**config.mk**
```make
export PLATFORM = sky130hd
export DESIGN_NAME = sms_port
export DESIGN_NICKNAME = d
export VERILOG_FILES = /design/src/verilog/sms_pkg.sv /design/src/verilog/sms_port.sv
export VERILOG_INCLUDE_DIRS = /design/src /design/src/verilog
export SDC_FILE = /design/constraint.sdc
export NUM_CORES = 1
export LEC_CHECK = 0
export BUFFER_PORTS_ARGS = -buffer_cell sky130_fd_sc_hd__buf_2
export CAP_MARGIN = 40
export CORE_MARGIN = 2
export CORE_UTILIZATION = 60
export CTS_CLUSTER_SIZE = 12
export DETAILED_ROUTE_END_ITERATION = 8
export PLACE_DENSITY = 0.91
export SETUP_SLACK_MARGIN = 0.2
export SLEW_MARGIN = 5
export SYNTH_ARGS = -nofsm -noshare
export SYNTH_HDL_FRONTEND = slang
export SYNTH_SLANG_ARGS = --single-unit
```
**constraint.sdc**
```tcl
create_clock -name ref_clk -period 5.1 [get_ports ref_clk]
set_clock_uncertainty 0.05 [all_clocks]
set_input_delay 1.02 -clock ref_clk [delete_from_list [all_inputs] [get_ports ref_clk]]
set_output_delay 1.02 -clock ref_clk [all_outputs]
set_load 0.03 [all_outputs]
```
**src/verilog/sms_regs.svh**
```systemverilog
// register offsets, bit positions and reset values of the serial port
`ifndef SMS_REGS_SVH
`define SMS_REGS_SVH
`define SMS_OFS_STAT   2'h0
`define SMS_OFS_CON1   2'h1
`define SMS_OFS_BUF    2'h2
`define SMS_BIT_EN     15
`define SMS_BIT_SIDL   13
`define SMS_BIT_ROV    6
`define SMS_BIT_TBF    1
`define SMS_BIT_RBF    0
`define SMS_BIT_WORD_WIDTH_SELECT 10
`define SMS_RST_CON1   16'h0000
`define SMS_RST_PINS   3'h1
`define SMS_BITS_BYTE  5'h08
`define SMS_BITS_WORD  5'h10
`endif

```
**src/verilog/sms_pkg.sv**
```systemverilog
// types of the serial port
package sms_pkg;
  typedef struct packed {
    logic [2:0] unused;
    logic       clock_pin_disable;
    logic       data_out_disable;
    logic       word_width_select;
    logic       sample_phase_bit;
    logic       clock_edge_bit;
    logic       slave_select_enable;
    logic       clock_polarity_bit;
    logic       master_enable_bit;
    logic [2:0] secondary_prescale_field;
    logic [1:0] primary_prescale_field;
  } sms_con1_t;
  typedef enum logic {
    SMS_IDLE  = 1'b0,
    SMS_SHIFT = 1'b1
  } sms_state_t;
endpackage

```
**src/verilog/sms_port.sv**
```systemverilog
// serial port: register access, master and slave shift engine
//
// The implementer's own choices: the placing of the registers and the strobed register port.
`include "sms_regs.svh"
module sms_port (
  // clock and reset
  input  wire logic        ref_clk,
  input  wire logic        rst_n,
  input  wire logic        clk_en,
  // register port
  input  wire logic [1:0]  reg_addr,
  input  wire logic [15:0] reg_wdata,
  input  wire logic        reg_wr,
  input  wire logic        reg_rd,
  output logic      [15:0] reg_rdata,
  // device power state
  input  wire logic        device_idle,
  // serial pins
  input  wire logic        serial_clock_pin_in,
  output logic             serial_clock_pin_out,
  output logic             serial_clock_pin_oe,
  output logic             serial_data_out_pin,
  output logic             serial_data_out_pin_oe,
  input  wire logic        serial_data_in_pin,
  input  wire logic        slave_select_pin_n
);

  function automatic logic [9:0] div_ratio(input logic [1:0] pp, input logic [2:0] sp);
    logic [9:0] pri;
    pri = 10'h001 << {pp ^ 2'h3, 1'b0};
    div_ratio = pri * {6'h00, 4'h8 - {1'b0, sp}};
  endfunction

  function automatic logic msb_of(input logic [15:0] v, input logic m16);
    msb_of = m16 ? v[15] : v[7];
  endfunction

  // reset release
  logic [1:0] rst_pipe;
  always_ff @(posedge ref_clk or negedge rst_n) begin
    if (!rst_n)
      rst_pipe <= 2'h0;
    else
      rst_pipe <= {rst_pipe[0], 1'b1};
  end
  wire rst_ok = rst_pipe[1];

  // state
  sms_pkg::sms_con1_t  con1_reg;
  sms_pkg::sms_state_t state_reg;
  logic        en_reg;
  logic        sidl_reg;
  logic        rov_reg;
  logic        tbf_reg;
  logic        rbf_reg;
  logic [15:0] txh_reg;
  logic [15:0] rxh_reg;
  logic [15:0] sr_reg;
  logic        out_bit_reg;
  logic [4:0]  bits_reg;
  logic [5:0]  tcnt_reg;
  logic [9:0]  div_reg;
  logic        act_reg;
  logic        sck_d_reg;
  logic [2:0]  pin_s1_reg;
  logic [2:0]  pin_s2_reg;

  // register decode
  wire acc_stat = reg_addr == `SMS_OFS_STAT;
  wire acc_con1 = reg_addr == `SMS_OFS_CON1;
  wire acc_buf  = reg_addr == `SMS_OFS_BUF;
  wire wr_stat  = reg_wr & acc_stat;
  wire wr_con1  = reg_wr & acc_con1;
  wire wr_buf   = reg_wr & acc_buf;
  wire rd_buf   = reg_rd & acc_buf;
  wire width_chg = wr_con1 & (reg_wdata[`SMS_BIT_WORD_WIDTH_SELECT] != con1_reg.word_width_select);
  wire halt      = sidl_reg & device_idle;
  wire go        = en_reg & ~halt & ~width_chg;
  wire is_master = con1_reg.master_enable_bit;
  wire cke       = con1_reg.clock_edge_bit;
  wire m16       = con1_reg.word_width_select;
  wire [15:0] stat_view = {en_reg, 1'b0, sidl_reg, 6'h00, rov_reg, 4'h0, tbf_reg, rbf_reg};
  wire [15:0] rd_mux = acc_stat ? stat_view :
                       acc_con1 ? con1_reg :
                       acc_buf  ? rxh_reg : 16'h0000;

  // master clock generation
  wire [4:0] word_bits = m16 ? `SMS_BITS_WORD : `SMS_BITS_BYTE;
  wire [9:0] prod      = div_ratio(con1_reg.primary_prescale_field,
                                   con1_reg.secondary_prescale_field);
  wire [9:0] half      = {1'b0, prod[9:1]};
  wire [9:0] prod_m1   = prod - 10'h001;
  wire [9:0] half_m1   = half - 10'h001;
  wire m_run  = (state_reg == sms_pkg::SMS_SHIFT) & is_master;
  wire tick   = m_run & ((div_reg == prod_m1) | (div_reg == half_m1));
  wire [5:0] n2      = {word_bits, 1'b0};
  wire m_edge = tick & (tcnt_reg < n2);
  wire m_lead = ~tcnt_reg[0];
  wire m_mid  = m_edge & (m_lead == cke);
  wire m_end  = tick & (tcnt_reg[0] == cke) & (tcnt_reg != 6'h00);
  wire m_smp  = con1_reg.sample_phase_bit ? m_end : m_mid;
  wire m_chg  = m_edge & (m_lead != cke);
  wire [5:0] m_last  = (cke | ~con1_reg.sample_phase_bit) ? n2 - 6'h01 : n2;
  wire m_done = tick & (tcnt_reg == m_last);

  // slave side, synchronised pins
  wire s_sck  = pin_s2_reg[2];
  wire din    = pin_s2_reg[1];
  wire ss_ok  = ~con1_reg.slave_select_enable | ~pin_s2_reg[0];
  wire s_edge = (s_sck ^ sck_d_reg) & ~is_master & ss_ok;
  wire s_lead = s_sck ^ con1_reg.clock_polarity_bit;
  wire s_smp  = s_edge & (s_lead == cke);
  wire s_chg  = s_edge & (s_lead != cke);

  // shift engine
  wire ev_smp = is_master ? m_smp : s_smp;
  wire ev_chg = is_master ? m_chg : s_chg;
  wire [15:0] sr_n   = ev_smp ? {sr_reg[14:0], din} : sr_reg;
  wire [4:0]  bits_n = bits_reg + {4'h0, ev_smp};
  wire done   = is_master ? m_done : (s_smp & (bits_n == word_bits));
  wire xfer_done = go & done;
  wire load   = go & tbf_reg & (is_master ? (state_reg == sms_pkg::SMS_IDLE)
                                          : ((bits_reg == 5'h00) & ~s_smp));
  wire desel  = ~is_master & ~ss_ok;

  // pin synchronisers
  always_ff @(posedge ref_clk or negedge rst_ok) begin
    if (!rst_ok) begin
      pin_s1_reg <= `SMS_RST_PINS;
      pin_s2_reg <= `SMS_RST_PINS;
      sck_d_reg  <= 1'b0;
    end else if (clk_en) begin
      pin_s1_reg <= {serial_clock_pin_in, serial_data_in_pin, slave_select_pin_n};
      pin_s2_reg <= pin_s1_reg;
      sck_d_reg  <= pin_s2_reg[2];
    end
  end

  // software registers
  always_ff @(posedge ref_clk or negedge rst_ok) begin
    if (!rst_ok) begin
      en_reg   <= 1'b0;
      sidl_reg <= 1'b0;
      con1_reg <= `SMS_RST_CON1;
      txh_reg  <= 16'h0000;
    end else if (clk_en) begin
      if (wr_stat) begin
        en_reg   <= reg_wdata[`SMS_BIT_EN];
        sidl_reg <= reg_wdata[`SMS_BIT_SIDL];
      end
      if (wr_con1) begin
        con1_reg <= {3'h0, reg_wdata[12:0]};
        con1_reg.sample_phase_bit <= reg_wdata[9] & reg_wdata[5];
      end
      if (wr_buf)
        txh_reg <= reg_wdata;
    end
  end

  // status flags and receive holding
  always_ff @(posedge ref_clk or negedge rst_ok) begin
    if (!rst_ok) begin
      rov_reg <= 1'b0;
      tbf_reg <= 1'b0;
      rbf_reg <= 1'b0;
      rxh_reg <= 16'h0000;
    end else if (clk_en) begin
      if (width_chg) begin
        rov_reg <= 1'b0;
        tbf_reg <= 1'b0;
        rbf_reg <= 1'b0;
      end else begin
        if (xfer_done & rbf_reg)
          rov_reg <= 1'b1;
        else if (wr_stat & ~reg_wdata[`SMS_BIT_ROV])
          rov_reg <= 1'b0;
        if (wr_buf)
          tbf_reg <= 1'b1;
        else if (load)
          tbf_reg <= 1'b0;
        if (xfer_done & ~rbf_reg) begin
          rbf_reg <= 1'b1;
          rxh_reg <= sr_n;
        end else if (rd_buf)
          rbf_reg <= 1'b0;
      end
    end
  end

  // engine
  always_ff @(posedge ref_clk or negedge rst_ok) begin
    if (!rst_ok) begin
      state_reg   <= sms_pkg::SMS_IDLE;
      sr_reg      <= 16'h0000;
      out_bit_reg <= 1'b0;
      bits_reg    <= 5'h00;
      tcnt_reg    <= 6'h00;
      div_reg     <= 10'h000;
      act_reg     <= 1'b0;
    end else if (clk_en) begin
      if (~en_reg | width_chg | desel) begin
        state_reg <= sms_pkg::SMS_IDLE;
        bits_reg  <= 5'h00;
        tcnt_reg  <= 6'h00;
        div_reg   <= 10'h000;
        act_reg   <= 1'b0;
      end else if (~halt) begin
        if (load) begin
          sr_reg      <= txh_reg;
          out_bit_reg <= msb_of(txh_reg, m16);
          state_reg   <= sms_pkg::SMS_SHIFT;
          bits_reg    <= 5'h00;
          tcnt_reg    <= 6'h00;
          div_reg     <= 10'h000;
        end else begin
          sr_reg   <= sr_n;
          bits_reg <= done ? 5'h00 : bits_n;
          if (ev_chg)
            out_bit_reg <= msb_of(sr_n, m16);
          if (done)
            state_reg <= sms_pkg::SMS_IDLE;
          if (m_run) begin
            div_reg <= (div_reg == prod_m1) ? 10'h000 : div_reg + 10'h001;
            if (tick)
              tcnt_reg <= tcnt_reg + 6'h01;
            if (m_edge)
              act_reg <= ~act_reg;
          end
        end
      end
    end
  end

  // outputs
  always_ff @(posedge ref_clk or negedge rst_ok) begin
    if (!rst_ok) begin
      reg_rdata              <= 16'h0000;
      serial_clock_pin_out   <= 1'b0;
      serial_clock_pin_oe    <= 1'b0;
      serial_data_out_pin    <= 1'b0;
      serial_data_out_pin_oe <= 1'b0;
    end else if (clk_en) begin
      reg_rdata              <= reg_rd ? rd_mux : 16'h0000;
      serial_clock_pin_out   <= con1_reg.clock_polarity_bit ^ act_reg;
      serial_clock_pin_oe    <= en_reg & is_master & ~con1_reg.clock_pin_disable;
      serial_data_out_pin    <= out_bit_reg;
      serial_data_out_pin_oe <= en_reg & ~con1_reg.data_out_disable & (is_master | ss_ok);
    end
  end
endmodule

```
==> impl_metrics.ini <==
[worst_setup_path]
start_kind = flip-flop
slowest_delay_ns = 0.56
cp.arrival_ns = 6.20
criticalPathCategory = flip-flop to flip-flop
endpoint_kind = flip-flop
cpMaxStageDelayCell = fa_2
cp_data_required_time_ns = 5.35
path_max_fanout = 6
cpMostUsedCell = ha_4

[sta]
finalSetupViolCount = 25
fmax_ghz = 0.168
maxSlewHeadroom = 0.298
rsz0062_at_grt = true
period_minus_slack_ns = 5.95
tns_ns = -17.39
drv_slew = 0
period_share = 1.17
worst_pin_slew_ns = 1.04
setup_ws_ns = -0.848
final_hold_viol_count = 0

[cts]
cts_buffer_depth = 2
cts_buffers = 17
root_buffer = clkbuf_16
clk_pin_slew_ns = 0.07
clkSinkCount = 119
cts_tree = built
cts-htree-levels = 4
clk_latency_ns = 0.43

[logic_synthesis]
synth_edf_count = 0
synth-simple-area-share = 0.149
ys.flop_type = dfrtp_1
muxShareOfSynthArea = 0.116
synth_compound_area_frac = 0.158
synth_seq_cells = 119
synth_fp_nets = 736
syn_inst = 687
synth.distinct_cells = 75
synth_xor_area_frac = 0.0648
synth_top_area_frac = 0.420
synth_area_um2 = 6970
synth_top_family_by_area = compound AO/OA/AOI/OAI gates
yosys_warnings = 0
synth_fa_ha_area_frac = 0.0416
synth.area.top_cells = dfrtp_1, mux2_2, ha_1
seq_area_frac_synth = 0.427
synth-async-reset-ratio = 1.00
avgSynthCellArea_um2 = 10.1
yosys.area.top_type = dfrtp_1

[outcome]
status = finished with violations
failed_checks = DRC, setup timing

[global_route]
grt_start_max_net_pins = 54
grt_pass1_wl_mm = 38.7
grt_pass1_vias = 6887
grt_remaining_overflow = 0
antenna_found_initial = 1
grtUsageTotal = 0.401

[job]
cap_violations = 0

[power]
internal-power_mw = 2.70
peakVddDrop_mv = 0.314
combPwrFrac = 0.427
p_clk_frac = 0.271
leakagePower_nw = 4.05
power_density_nw_per_um2 = 477
p_sw_mw = 1.68
p_sw_frac = 0.384
seqPwrFrac = 0.302

[placed_design]
dpl.cell_count = 899
io_buffer_count = 46
dp_hpwl_mm = 13.1
place_congestion = 0.919

[routing]
via_per_inst = 7.36
met2_length_mm = 12.8
wl_per_cell_um = 28.8
detail-route-antenna-nets = 0
drt_iter0_markers = 1222
drc_errors = 2
vias = 7134
first_pass_iters = 9
routed.top_layer = met4
drt_wl_total_mm = 27.9
wl_met1_mm = 9.12
met3WireLength_mm = 3.21

[floorplan]
dieArea_um2 = 12500
start_util = 0.613
io_pins = 47
die_h_um = 112
die_w_um = 112
fp-row-count = 39
core_area_um2 = 11400

[cells_and_area]
nFillCells = 583
drive_above_1_share = 0.390
final_common_cell = dfrtp_1
final_cell_mix = dfrtp_1, buf_4, mux2_2, nand2_1, buf_2
nets = 861
final_cells = 969
area_delta_synth_final_pct = 31.8

[min_path]
hold_class = flip-flop to asynchronous set/reset pin
[cell usage after synthesis, types with 3 or more instances]
library cell / number
mux2_2: 62
and2_1: 9
nor2_1: 26
nand3b_1: 3
nor2b_1: 10
clkbuf_1: 27
o21ai_0: 45
a21oi_1: 23
and3_1: 12
a31oi_1: 5
mux2_1: 8
nor3b_1: 4
nand2b_1: 8
buf_2: 5
o22ai_1: 20
inv_1: 37
nor3_1: 16
a2bb2oi_1: 17
dfrtp_1: 117
xor2_1: 19
or3_1: 9
nand3_1: 21
nand2_1: 51
xnor2_1: 22
a22oi_1: 14
ha_1: 20
nand4_1: 9
nand4b_1: 3
[metal layers]
| layer | up-vias | GRT usage |
|---|---|---|
| met1 | 3363 | 0.477 |
| met2 | 739 | 0.641 |
| met4 | 0 | 0.261 |
| met5 | - | 0 |
| met3 | 288 | 0.109 |
| li1 | 2744 | - |
[kinds of logic after synthesis]
group                      after synthesis
AOI/OAI and AO/OA                      161
xor gates and xnor gates                45
adders and majority gates               22
buffers and inverters                   74
DFF                                    119
muxes                                   72
other                                    1
and+or+nand+nor                        193
[power by group through the flow]
| stage | clock [mW] | sequential (mW) | combinational (mW) |
|---|---|---|---|
| final | 1.19 | 1.32 | 1.87 |
| after global routing | 1.22 | 1.32 | 1.96 |
| after CTS | 1.16 | 1.28 | 1.57 |
| after detailed placement | 0 | 1.28 | 1.43 |
| after global placement | 0 | 1.27 | 1.36 |
| after floorplan | 0 | 1.26 | 0.967 |
[stage by stage]
step,instance area [µm²],hold WS (ns),setup WS (ns),utilization,power [mW]
final,9190,0.163,-0.848,0.809,4.38
after CTS,8710,0.166,-0.603,0.766,4.00
after global placement,7780,0.287,-0.423,0.685,2.63
after detailed placement,7840,0.160,-0.539,0.689,2.71
after floorplan,7110,0.281,-0.660,-,2.23
after global routing,9190,0.181,-1.00,0.809,4.51
[layout make-up]
type | count | area (µm²) | area share
multi-input combinational | 494 | 4180 | 0.454
sequential | 119 | 2980 | 0.325
timing repair buffer | 142 | 1130 | 0.123
clock buffer | 19 | 453 | 0.0493
tap | 143 | 179 | 0.0195
inverter | 38 | 143 | 0.0155
clock inverter | 13 | 121 | 0.0132
antenna | 1 | 2.50 | 0.000272
[final timing paths]
kind | start | to | slack, ns | cells after the start
max | con1_reg[2] | rxh_reg[1] | -0.85 | 30
min | rst_pipe[1] | tcnt_reg[4] | 0.16 | 0
max reg2reg | con1_reg[2] | rxh_reg[1] | -0.85 | 30
min reg2reg | rst_pipe[1] | tcnt_reg[4] | 0.16 | 0
max in group asynchronous | rst_pipe[1] | sr_reg[0] | 3.58 | 2
min in group ref_clk | rst_pipe[0] | rst_pipe[1] | 0.30 | 0
[worst max-delay path: cells and delay by family (launching register included)]
| kind | cells | cell delay, ns |
|---|---|---|
| flops | 1 | 0.39 |
| buf+inv | 9 | 1.03 |
| xor+xnor | 1 | 0.14 |
| fa+ha+maj | 5 | 1.36 |
| compound gates | 5 | 0.88 |
| simple gates | 9 | 1.63 |
| mux | 1 | 0.34 |
[what timing repair did]
item                       in CTS  in global routing
pin swaps                      14                 33
cloned                          1                  1
hold buffers                    0                  0
resized for setup              33                 71
buffers inserted               18                 17
setup endpoints to repair      24                 40
No activity file was read; power rests on OpenSTA's default activity.
